## src/logic/cell_balance_regs.svh

```systemverilog
// register offsets, field positions, reset values and timing figures of the balance block
// assumes a 9-bit register address split into a 3-bit page and a 6-bit offset
`ifndef CELL_BALANCE_REGS_SVH
`define CELL_BALANCE_REGS_SVH

`define PAGE_CONFIG          3'h2
`define PAGE_COMMAND         3'h3

`define OFF_BALANCE_SETUP    6'h13
`define OFF_CELL_SELECT      6'h14
`define OFF_WDT_BAL_TIME     6'h15
`define OFF_DEVICE_SETUP     6'h19
`define OFF_BAL_VALUE_FIRST  6'h20
`define OFF_BAL_VALUE_LAST   6'h37

`define CMD_BALANCE_ENABLE   6'h10
`define CMD_BALANCE_INHIBIT  6'h11

`define MODE_LSB             0
`define MODE_MSB             1
`define WAIT_LSB             2
`define WAIT_MSB             4
`define POINTER_LSB          5
`define POINTER_MSB          8
`define ENABLE_BIT           9
`define BAL_TIME_LSB         7
`define BAL_TIME_MSB         13
`define MEASURE_PAUSE_BIT    7

`define SETUP_RESET          10'h000
`define WDT_BAL_TIME_RESET   14'h0000

`define CLK_PERIOD_NS        100
`define TICK_PERIOD_NS       1000000000
`define BAL_TIME_UNIT_S      20
`define WAIT_UNIT_S          2

`endif

```

## src/logic/cell_balance_pkg.sv

```systemverilog
// types shared by the balance controller files
// assumes nothing of its surroundings
package cell_balance_pkg;

  typedef enum logic [1:0] {
    MODE_OFF    = 2'b00,
    MODE_MANUAL = 2'b01,
    MODE_TIMED  = 2'b10,
    MODE_AUTO   = 2'b11
  } bal_mode_e;

  typedef enum logic [2:0] {
    ST_IDLE  = 3'b000,
    ST_FETCH = 3'b001,
    ST_LOAD  = 3'b010,
    ST_ON    = 3'b011,
    ST_WAIT  = 3'b100,
    ST_DONE  = 3'b101
  } bal_state_e;

  // one register access; a command is any access to the command page
  typedef struct packed {
    logic        wr;
    logic        rd;
    logic [2:0]  page;
    logic [5:0]  addr;
    logic [13:0] wdata;
  } reg_req_s;

  typedef logic [11:0][13:0] cell_volt_t;

endpackage

```

## src/logic/cell_select_mem.sv

```systemverilog
// cell select instances, one per status pointer value, with two registered read ports
// assumes one clock, synchronous active-low reset and a freezing clock enable
`timescale 1ns/1ps
`default_nettype none
module cell_select_mem #(
  parameter int WIDTH = 12,
  parameter int DEPTH = 16,
  parameter int AW    = 4
) (
  input  wire logic             ref_clk,
  input  wire logic             rstn,
  input  wire logic             ce,
  input  wire logic             wr_en,
  input  wire logic [AW-1:0]    wr_addr,
  input  wire logic [WIDTH-1:0] wr_data,
  input  wire logic [AW-1:0]    rd_addr_a,
  output logic      [WIDTH-1:0] rd_data_a,
  input  wire logic [AW-1:0]    rd_addr_b,
  output logic      [WIDTH-1:0] rd_data_b
);

  logic [WIDTH-1:0] mem [DEPTH];

  // cleared on reset so an unloaded sequence reads as its own end marker
  always_ff @(posedge ref_clk) begin
    if (!rstn) begin
      for (int i = 0; i < DEPTH; i++) begin
        mem[i] <= '0;
      end
      rd_data_a <= '0;
      rd_data_b <= '0;
    end else if (ce) begin
      if (wr_en) begin
        mem[wr_addr] <= wr_data;
      end
      rd_data_a <= mem[rd_addr_a];
      rd_data_b <= mem[rd_addr_b];
    end
  end

endmodule // cell_select_mem
`default_nettype wire

```

## src/logic/cell_balance_ctrl.sv

```systemverilog
// balance switch controller: setup registers, manual, timed and automatic balancing
// assumes register accesses and cell readings synchronous to ref_clk; ce freezes everything
`timescale 1ns/1ps
`default_nettype none
`include "cell_balance_regs.svh"

module cell_balance_ctrl
  import cell_balance_pkg::*;
#(
  parameter int CELLS       = 12,
  parameter int TICK_CYCLES = `TICK_PERIOD_NS / `CLK_PERIOD_NS
) (
  input  wire logic        ref_clk,
  input  wire logic        rstn,
  input  wire logic        ce,
  input  wire reg_req_s    reg_req,
  input  wire cell_volt_t  cell_volt,
  input  wire logic        meas_busy,
  output logic [13:0]      reg_rdata,
  output logic             reg_rvalid,
  output logic [11:0]      balance_switch,
  output logic             balance_busy,
  output logic             balance_done
);

  function automatic logic hit(input reg_req_s r, input logic [2:0] pg, input logic [5:0] ad);
    hit = (r.page == pg) && (r.addr == ad);
  endfunction

  // setup, time and device setup registers
  logic [9:0]  setup;
  logic [13:0] wdt_time;
  logic        pause_en;
  logic [9:0]  next_setup;
  logic [13:0] next_wdt_time;
  logic        next_pause_en;
  logic        cfg_wr;
  logic        cmd_acc;

  assign cfg_wr  = reg_req.wr && (reg_req.page == `PAGE_CONFIG);
  assign cmd_acc = (reg_req.wr || reg_req.rd) && (reg_req.page == `PAGE_COMMAND);

  always_comb begin
    next_setup    = setup;
    next_wdt_time = wdt_time;
    next_pause_en = pause_en;
    if (cfg_wr && hit(reg_req, `PAGE_CONFIG, `OFF_BALANCE_SETUP)) begin
      next_setup = reg_req.wdata[9:0];
    end
    if (cfg_wr && hit(reg_req, `PAGE_CONFIG, `OFF_WDT_BAL_TIME)) begin
      next_wdt_time = reg_req.wdata;
    end
    if (cfg_wr && hit(reg_req, `PAGE_CONFIG, `OFF_DEVICE_SETUP)) begin
      next_pause_en = reg_req.wdata[`MEASURE_PAUSE_BIT];
    end
    if (cmd_acc && hit(reg_req, `PAGE_COMMAND, `CMD_BALANCE_ENABLE)) begin
      next_setup[`ENABLE_BIT] = 1'b1;
    end
    if (cmd_acc && hit(reg_req, `PAGE_COMMAND, `CMD_BALANCE_INHIBIT)) begin
      next_setup[`ENABLE_BIT] = 1'b0;
    end
  end

  always_ff @(posedge ref_clk) begin
    if (!rstn) begin
      setup    <= `SETUP_RESET;
      wdt_time <= `WDT_BAL_TIME_RESET;
      pause_en <= 1'b0;
    end else if (ce) begin
      setup    <= next_setup;
      wdt_time <= next_wdt_time;
      pause_en <= next_pause_en;
    end
  end

  bal_mode_e   mode;
  logic [3:0]  pointer;
  logic        enable;
  logic [11:0] time_secs;
  logic [11:0] wait_secs;

  assign mode      = bal_mode_e'(setup[`MODE_MSB:`MODE_LSB]);
  assign pointer   = setup[`POINTER_MSB:`POINTER_LSB];
  assign enable    = setup[`ENABLE_BIT];
  // each time code step is 20 s, so 3 is one minute and 15 five minutes
  assign time_secs = 12'(wdt_time[`BAL_TIME_MSB:`BAL_TIME_LSB]) * 12'(`BAL_TIME_UNIT_S);
  assign wait_secs = 12'(setup[`WAIT_MSB:`WAIT_LSB]) * 12'(`WAIT_UNIT_S);

  // instance memory: port a follows the host pointer, port b the sequencer
  logic [3:0]  inst;
  logic [11:0] host_pattern;
  logic [11:0] seq_pattern;

  cell_select_mem #(.WIDTH(12), .DEPTH(16), .AW(4)) u_mem (
    .ref_clk   (ref_clk),
    .rstn      (rstn),
    .ce        (ce),
    .wr_en     (cfg_wr && hit(reg_req, `PAGE_CONFIG, `OFF_CELL_SELECT)),
    .wr_addr   (pointer),
    .wr_data   (reg_req.wdata[11:0]),
    .rd_addr_a (pointer),
    .rd_data_a (host_pattern),
    .rd_addr_b (inst),
    .rd_data_b (seq_pattern)
  );

  // sequencer
  bal_state_e  state;
  bal_state_e  next_state;
  logic [3:0]  next_inst;
  logic [11:0] act_pat;
  logic [11:0] next_act_pat;
  logic [11:0] secs;
  logic [11:0] next_secs;
  logic [31:0] prescale;
  logic [31:0] next_prescale;
  logic        tick;
  logic        sub_now;
  logic [CELLS-1:0] value_zero;
  logic [CELLS-1:0][27:0] all_val;

  assign tick = (prescale == 32'(TICK_CYCLES - 1));

  always_comb begin
    next_state    = state;
    next_inst     = inst;
    next_act_pat  = act_pat;
    next_secs     = secs;
    next_prescale = tick ? 32'h0000_0000 : prescale + 32'h0000_0001;
    sub_now       = 1'b0;
    if (tick && (state == ST_ON || state == ST_WAIT)) begin
      next_secs = secs + 12'h001;
    end
    case (state)
      ST_IDLE: begin
        if (enable && mode != MODE_OFF) begin
          next_inst  = (mode == MODE_AUTO) ? 4'h1 : 4'h0;
          next_state = ST_FETCH;
        end
      end
      ST_FETCH: begin
        next_state = ST_LOAD;
      end
      ST_LOAD: begin
        next_secs     = 12'h000;
        next_prescale = 32'h0000_0000;
        if (mode == MODE_AUTO && (&value_zero)) begin
          next_state = ST_DONE;
        end else if (mode == MODE_AUTO && seq_pattern == 12'h000) begin
          if (inst == 4'h1) begin
            next_state = ST_DONE;
          end else begin
            next_inst  = 4'h1;
            next_state = ST_FETCH;
          end
        end else begin
          next_act_pat = seq_pattern;
          next_state   = ST_ON;
        end
      end
      ST_ON: begin
        if (mode == MODE_MANUAL) begin
          next_state = ST_ON;
        end else if (tick && next_secs >= time_secs) begin
          next_secs     = 12'h000;
          next_prescale = 32'h0000_0000;
          if (mode == MODE_TIMED) begin
            next_state = ST_DONE;
          end else begin
            sub_now    = 1'b1;
            next_state = ST_WAIT;
          end
        end
      end
      ST_WAIT: begin
        if (&value_zero) begin
          next_state = ST_DONE;
        end else if (secs >= wait_secs) begin
          next_inst  = (inst == 4'hF) ? 4'h1 : inst + 4'h1;
          next_state = ST_FETCH;
        end
      end
      ST_DONE: begin
        next_state = ST_DONE;
      end
      default: begin
        next_state = ST_IDLE;
      end
    endcase
    // a stop or a change to MODE_OFF always wins over the running sequence
    if (!enable || mode == MODE_OFF) begin
      next_state = ST_IDLE;
      sub_now    = 1'b0;
    end
  end

  always_ff @(posedge ref_clk) begin
    if (!rstn) begin
      state    <= ST_IDLE;
      inst     <= 4'h0;
      act_pat  <= 12'h000;
      secs     <= 12'h000;
      prescale <= 32'h0000_0000;
    end else if (ce) begin
      state    <= next_state;
      inst     <= next_inst;
      act_pat  <= next_act_pat;
      secs     <= next_secs;
      prescale <= next_prescale;
    end
  end

  // balance values, one 28-bit count per cell
  genvar g;
  generate
    for (g = 0; g < CELLS; g++) begin : g_cell
      logic [27:0] val;
      logic [27:0] next_val;
      always_comb begin
        next_val = val;
        if (cfg_wr && hit(reg_req, `PAGE_CONFIG, 6'(`OFF_BAL_VALUE_FIRST + 2 * g))) begin
          next_val[13:0] = reg_req.wdata;
        end else if (cfg_wr && hit(reg_req, `PAGE_CONFIG,
                                   6'(`OFF_BAL_VALUE_FIRST + 2 * g + 1))) begin
          next_val[27:14] = reg_req.wdata;
        end else if (sub_now && act_pat[g]) begin
          next_val = (val > {14'h0000, cell_volt[g]}) ?
                     val - {14'h0000, cell_volt[g]} : 28'h000_0000;
        end
      end
      always_ff @(posedge ref_clk) begin
        if (!rstn) begin
          val <= 28'h000_0000;
        end else if (ce) begin
          val <= next_val;
        end
      end
      assign value_zero[g] = (val == 28'h000_0000);
      assign all_val[g]    = val;
    end
  endgenerate

  // outputs
  logic [11:0] next_switch;
  logic        rd_pend;
  logic [2:0]  rd_page;
  logic [5:0]  rd_addr;
  logic [13:0] next_rdata;
  logic [5:0]  val_idx;

  always_comb begin
    next_switch = 12'h000;
    if (state == ST_ON) begin
      next_switch = act_pat;
      if (mode == MODE_AUTO) begin
        next_switch = act_pat & ~value_zero;
      end
      if (pause_en && meas_busy) begin
        next_switch = 12'h000;
      end
    end
  end

  assign val_idx = rd_addr - `OFF_BAL_VALUE_FIRST;

  always_comb begin
    next_rdata = 14'h0000;
    if (rd_page == `PAGE_CONFIG) begin
      case (rd_addr)
        `OFF_BALANCE_SETUP: next_rdata = {4'h0, setup};
        `OFF_CELL_SELECT:   next_rdata = {2'b00, host_pattern};
        `OFF_WDT_BAL_TIME:  next_rdata = wdt_time;
        `OFF_DEVICE_SETUP:  next_rdata = 14'(pause_en) << `MEASURE_PAUSE_BIT;
        default: begin
          if (rd_addr >= `OFF_BAL_VALUE_FIRST && rd_addr <= `OFF_BAL_VALUE_LAST) begin
            next_rdata = val_idx[0] ? all_val[val_idx[4:1]][27:14]
                                    : all_val[val_idx[4:1]][13:0];
          end
        end
      endcase
    end
  end

  always_ff @(posedge ref_clk) begin
    if (!rstn) begin
      rd_pend        <= 1'b0;
      rd_page        <= 3'h0;
      rd_addr        <= 6'h00;
      reg_rdata      <= 14'h0000;
      reg_rvalid     <= 1'b0;
      balance_switch <= 12'h000;
      balance_busy   <= 1'b0;
      balance_done   <= 1'b0;
    end else if (ce) begin
      rd_pend        <= reg_req.rd;
      rd_page        <= reg_req.page;
      rd_addr        <= reg_req.addr;
      reg_rdata      <= rd_pend ? next_rdata : 14'h0000;
      reg_rvalid     <= rd_pend;
      balance_switch <= next_switch;
      balance_busy   <= (next_state != ST_IDLE) && (next_state != ST_DONE);
      balance_done   <= (next_state == ST_DONE);
    end
  end

endmodule // cell_balance_ctrl
`default_nettype wire

```

## config.mk

```make
export PLATFORM = sky130hd
export DESIGN_NAME = cell_balance_ctrl
export DESIGN_NICKNAME = d
export VERILOG_FILES = /design/src/logic/cell_balance_pkg.sv /design/src/logic/cell_select_mem.sv /design/src/logic/cell_balance_ctrl.sv
export VERILOG_INCLUDE_DIRS = /design/src /design/src/logic
export SDC_FILE = /design/constraint.sdc
export NUM_CORES = 2
export LEC_CHECK = 0
export ABC_AREA = 1
export BUFFER_PORTS_ARGS = -buffer_cell sky130_fd_sc_hd__buf_2
export CELL_PAD_IN_SITES_DETAIL_PLACEMENT = 0
export CELL_PAD_IN_SITES_GLOBAL_PLACEMENT = 1
export CORE_ASPECT_RATIO = 1.1
export CORE_MARGIN = 2
export CORE_UTILIZATION = 45
export DETAILED_ROUTE_END_ITERATION = 10
export PLACE_DENSITY_LB_ADDON = 0.1
export REMOVE_ABC_BUFFERS = 1
export SYNTH_ARGS = -nofsm -noshare
export SYNTH_HDL_FRONTEND = slang
export SYNTH_SLANG_ARGS = --single-unit
```

## constraint.sdc

```tcl
create_clock -name ref_clk -period 5.2 [get_ports ref_clk]
set_clock_uncertainty 0.1 [all_clocks]
set_input_delay 1.04 -clock ref_clk [delete_from_list [all_inputs] [get_ports ref_clk]]
set_output_delay 1.04 -clock ref_clk [all_outputs]
set_load 0.02 [all_outputs]
```

==> results.ini <==
[outcome]
outcome=completed

[synth]
muxShareOfSynthArea_pct=0
yosysTopAreaCellShare_pct=19.3
synth_simple_gate_area_share_pct=30.3
async_flop_share_pct=0
synth-main-ff-cell=dfxtp_1
synth_cells=7823
synth_compound_area_share_pct=19.9
ys_ff_latch=679
synth_top_family_by_area=simple AND/OR/NAND/NOR gates
synth_area_per_cell_sq_um=6.47
syn_area_sq_um=50600
yosys.cell_types.count=61
ys_warn_count=0
seq_area_frac_synth_pct=30.7
synth_xor_area_share_pct=4.10
synth_most_common_cell=nor2_1
synthAdderAreaFrac_pct=5.34
synth_area_leader_cell=dfxtp_1
synth_edf_count=192
synth_common_cells=1450 x nor2_1, 1428 x nand2_1, 832 x inv_1
synthTopCellsByArea=dfxtp_1 19%, edfxtp_1 11%, nor2_1 11%

[die]
die_area_sq_um=115000
initial_utilization_pct=45.2
core_sq_um=112000
ioPinCount=226
rows=129
chipHeight_microns=356
die_w_microns=324

[run]
drv_cap=0

[cells_and_area]
fin_area_sq_um=55700
fin_util_pct=49.7
fillers=11900
area_growth_pct=10.1
fin_nets=8272
drive_gt1_share_pct=7.12

[clock_network]
cts_buffers=83
cts.path.max_buffers=3
cts.sinks=679
cts_setup_buffers=0
htree_levels=3
post_cts_resize_count=0
clock-root-buffer=clkbuf_16
clk_pin_slew_ns=0.06
holdBufCountCts=0
clk_latency_ns=0.69
tritoncts=done

[worst_setup_path]
arrival_ns=5.17
rr_startpoint=prescale[0]$_SDFFE_PN0P_
crit_slowest_cell=nand2_2
cpMostUsedCell=nand3_1
start_kind=flip-flop
max_stage_delay_ns=0.44
r2r_end=g_cell[4].val[11]$_SDFFE_PN0P_
worstSetupPathType=reg -> reg
r2r_cells=29
critPathMaxFanout=28
reg2reg_slack_ns=0.50
end_kind=flip-flop
critPathRequiredTime_ns=5.67

[power]
ir_worst_vdd_mv=0.222
powerDensity_nw_per_um2=237
power_mw=13.2
p_leak_nw=25.9

[drt]
ant_nets=0
wl_mm=215
wl_per_cell_microns=22.8
via_per_inst=5.81
drcViolationCount=0
drt-initial-drc-count=5605
dr_total_vias=54900
firstDrtPassIters=6

[min_path]
hp-start=reg_rvalid$_SDFFE_PN0P_
whs_endpoint=reg_rvalid$_SDFFE_PN0P_
whs_path_depth=2
worst_hold_path_type=reg -> reg

[timing]
rsz0062_at_grt=no
slew_viol_final=0
fin_crit_ns=4.70
worst_pin_slew_ns=1.25
clock.fmax_ghz=0.213
finalHoldViolCount=0
slew_headroom_pct=16.7
finalSetupViolCount=0
period_share_pct=90.4

[global_route]
antenna_found_initial=12
overflow=0
grt_start_max_net_pins=179
grt_usage_pct=36.3
grt_pass1_vias=50300
grt_pass1_wl_mm=317

[place]
routabilityCongestion=0.982
port_buffers=225
dpl.hpwl_mm=156
placed_cell_area_sq_um=53000

==> cell usage in the layout, fill, tap and decap left out, types with 76 or more instances in the layout <==
cell / instances
nand3b_1: 76
o22ai_1: 192
o21ai_0: 597
inv_1: 822
clkbuf_16: 84
buf_4: 107
nand4_1: 104
ha_1: 195
nand2_1: 1426
edfxtp_1: 192
a22oi_1: 132
xor2_1: 160
a21oi_1: 687
dfxtp_1: 485
nor3_1: 100
xnor2_1: 77
nand3_1: 386
nor2_1: 1446
buf_2: 223
==> state kept, by name (all words and copies together) (netlist names) <==
signal           cells
g_cell.val         336
state                3
reg_rvalid           1
rd_page              3
pause_en             1
balance_switch      12
balance_done         1
setup               10
wdt_time            14
secs                12
prescale            32
rd_pend              1
u_mem.rd_data_b     12
balance_busy         1
inst                 4
u_mem.rd_data_a     12
reg_rdata           14
act_pat             12
rd_addr              6
u_mem.mem          192
==> metal layers <==
metal  GRT usage [%]  vias to the layer above  part of all wire, %
met5               0                        -                0.039
met4            17.0                       12                  5.1
met3            5.62                      422                  8.4
met2            56.5                     2447                   44
met1            49.1                    25800                   42
li1                -                    26200                    -
==> kinds of logic after synthesis <==
group,Yosys count
and+or+nand+nor,3657
buffers and inverters,1246
adders and majority gates,208
xor gates and xnor gates,237
DFF,679
AOI/OAI and AO/OA,1796
==> critical path, delay by kind of cell (launching register included) <==
kind | cells | cell delay [ns]
and+or+nand+nor | 21 | 2.82
buffers and inverters | 4 | 0.56
adders and majority gates | 2 | 0.48
DFF | 1 | 0.36
xor gates and xnor gates | 1 | 0.13
AOI/OAI and AO/OA | 1 | 0.09
==> how the worst max path moves through the flow <==
stage	slack, ns	from	endpoint	cells past startpoint
5_1_grt	0.03	prescale[0]$_SDFFE_PN0P_	g_cell[2].val[3]$_SDFFE_PN0P_	29
3_3_place_gp	0.60	prescale[0]$_SDFFE_PN0P_	g_cell[8].val[24]$_SDFFE_PN0P_	29
6_report	0.50	prescale[0]$_SDFFE_PN0P_	g_cell[4].val[11]$_SDFFE_PN0P_	29
2_1_floorplan	-3.38	rd_addr[1]$_SDFFE_PN0P_	reg_rdata[3]$_SDFFE_PN0P_	7
3_5_place_dp	0.50	prescale[0]$_SDFFE_PN0P_	g_cell[8].val[24]$_SDFFE_PN0P_	29
4_1_cts	0.49	prescale[0]$_SDFFE_PN0P_	g_cell[8].val[24]$_SDFFE_PN0P_	29
==> power by group <==
group	leakage, nW	switching (mW)	internal [mW]
Combinational	18.6	1.23	0.425
Sequential	5.92	0.0702	5.51
Clock	1.33	2.61	3.33
Total	25.9	3.92	9.27
==> area by class of cell <==
cell class / instances / area, sq um / share of cell area, %
multi-input cells: 5898 / 30200 / 54.3
flip-flops and latches: 679 / 15500 / 27.9
inverters: 866 / 3260 / 5.85
clock buffers: 116 / 2340 / 4.20
repair buffers: 339 / 2090 / 3.75
well taps: 1506 / 1880 / 3.38
clock inverters: 34 / 387 / 0.694
diodes: 3 / 7.51 / 0.0135
==> metrics by stage <==
step | std cells | worst slack, ns | hold WS (ns) | setup TNS [ns]
CTS | 9438 | 0.486 | 0.359 | 0
detailed placement | 9288 | 0.505 | 0.350 | 0
global placement | 9288 | 0.602 | 0.350 | 0
floorplan | 7443 | -3.38 | 0.345 | -45.76
global route | 9438 | 0.0264 | 0.371 | 0
finish | 9441 | 0.501 | 0.358 | 0
(Power assumes the default switching activity.)
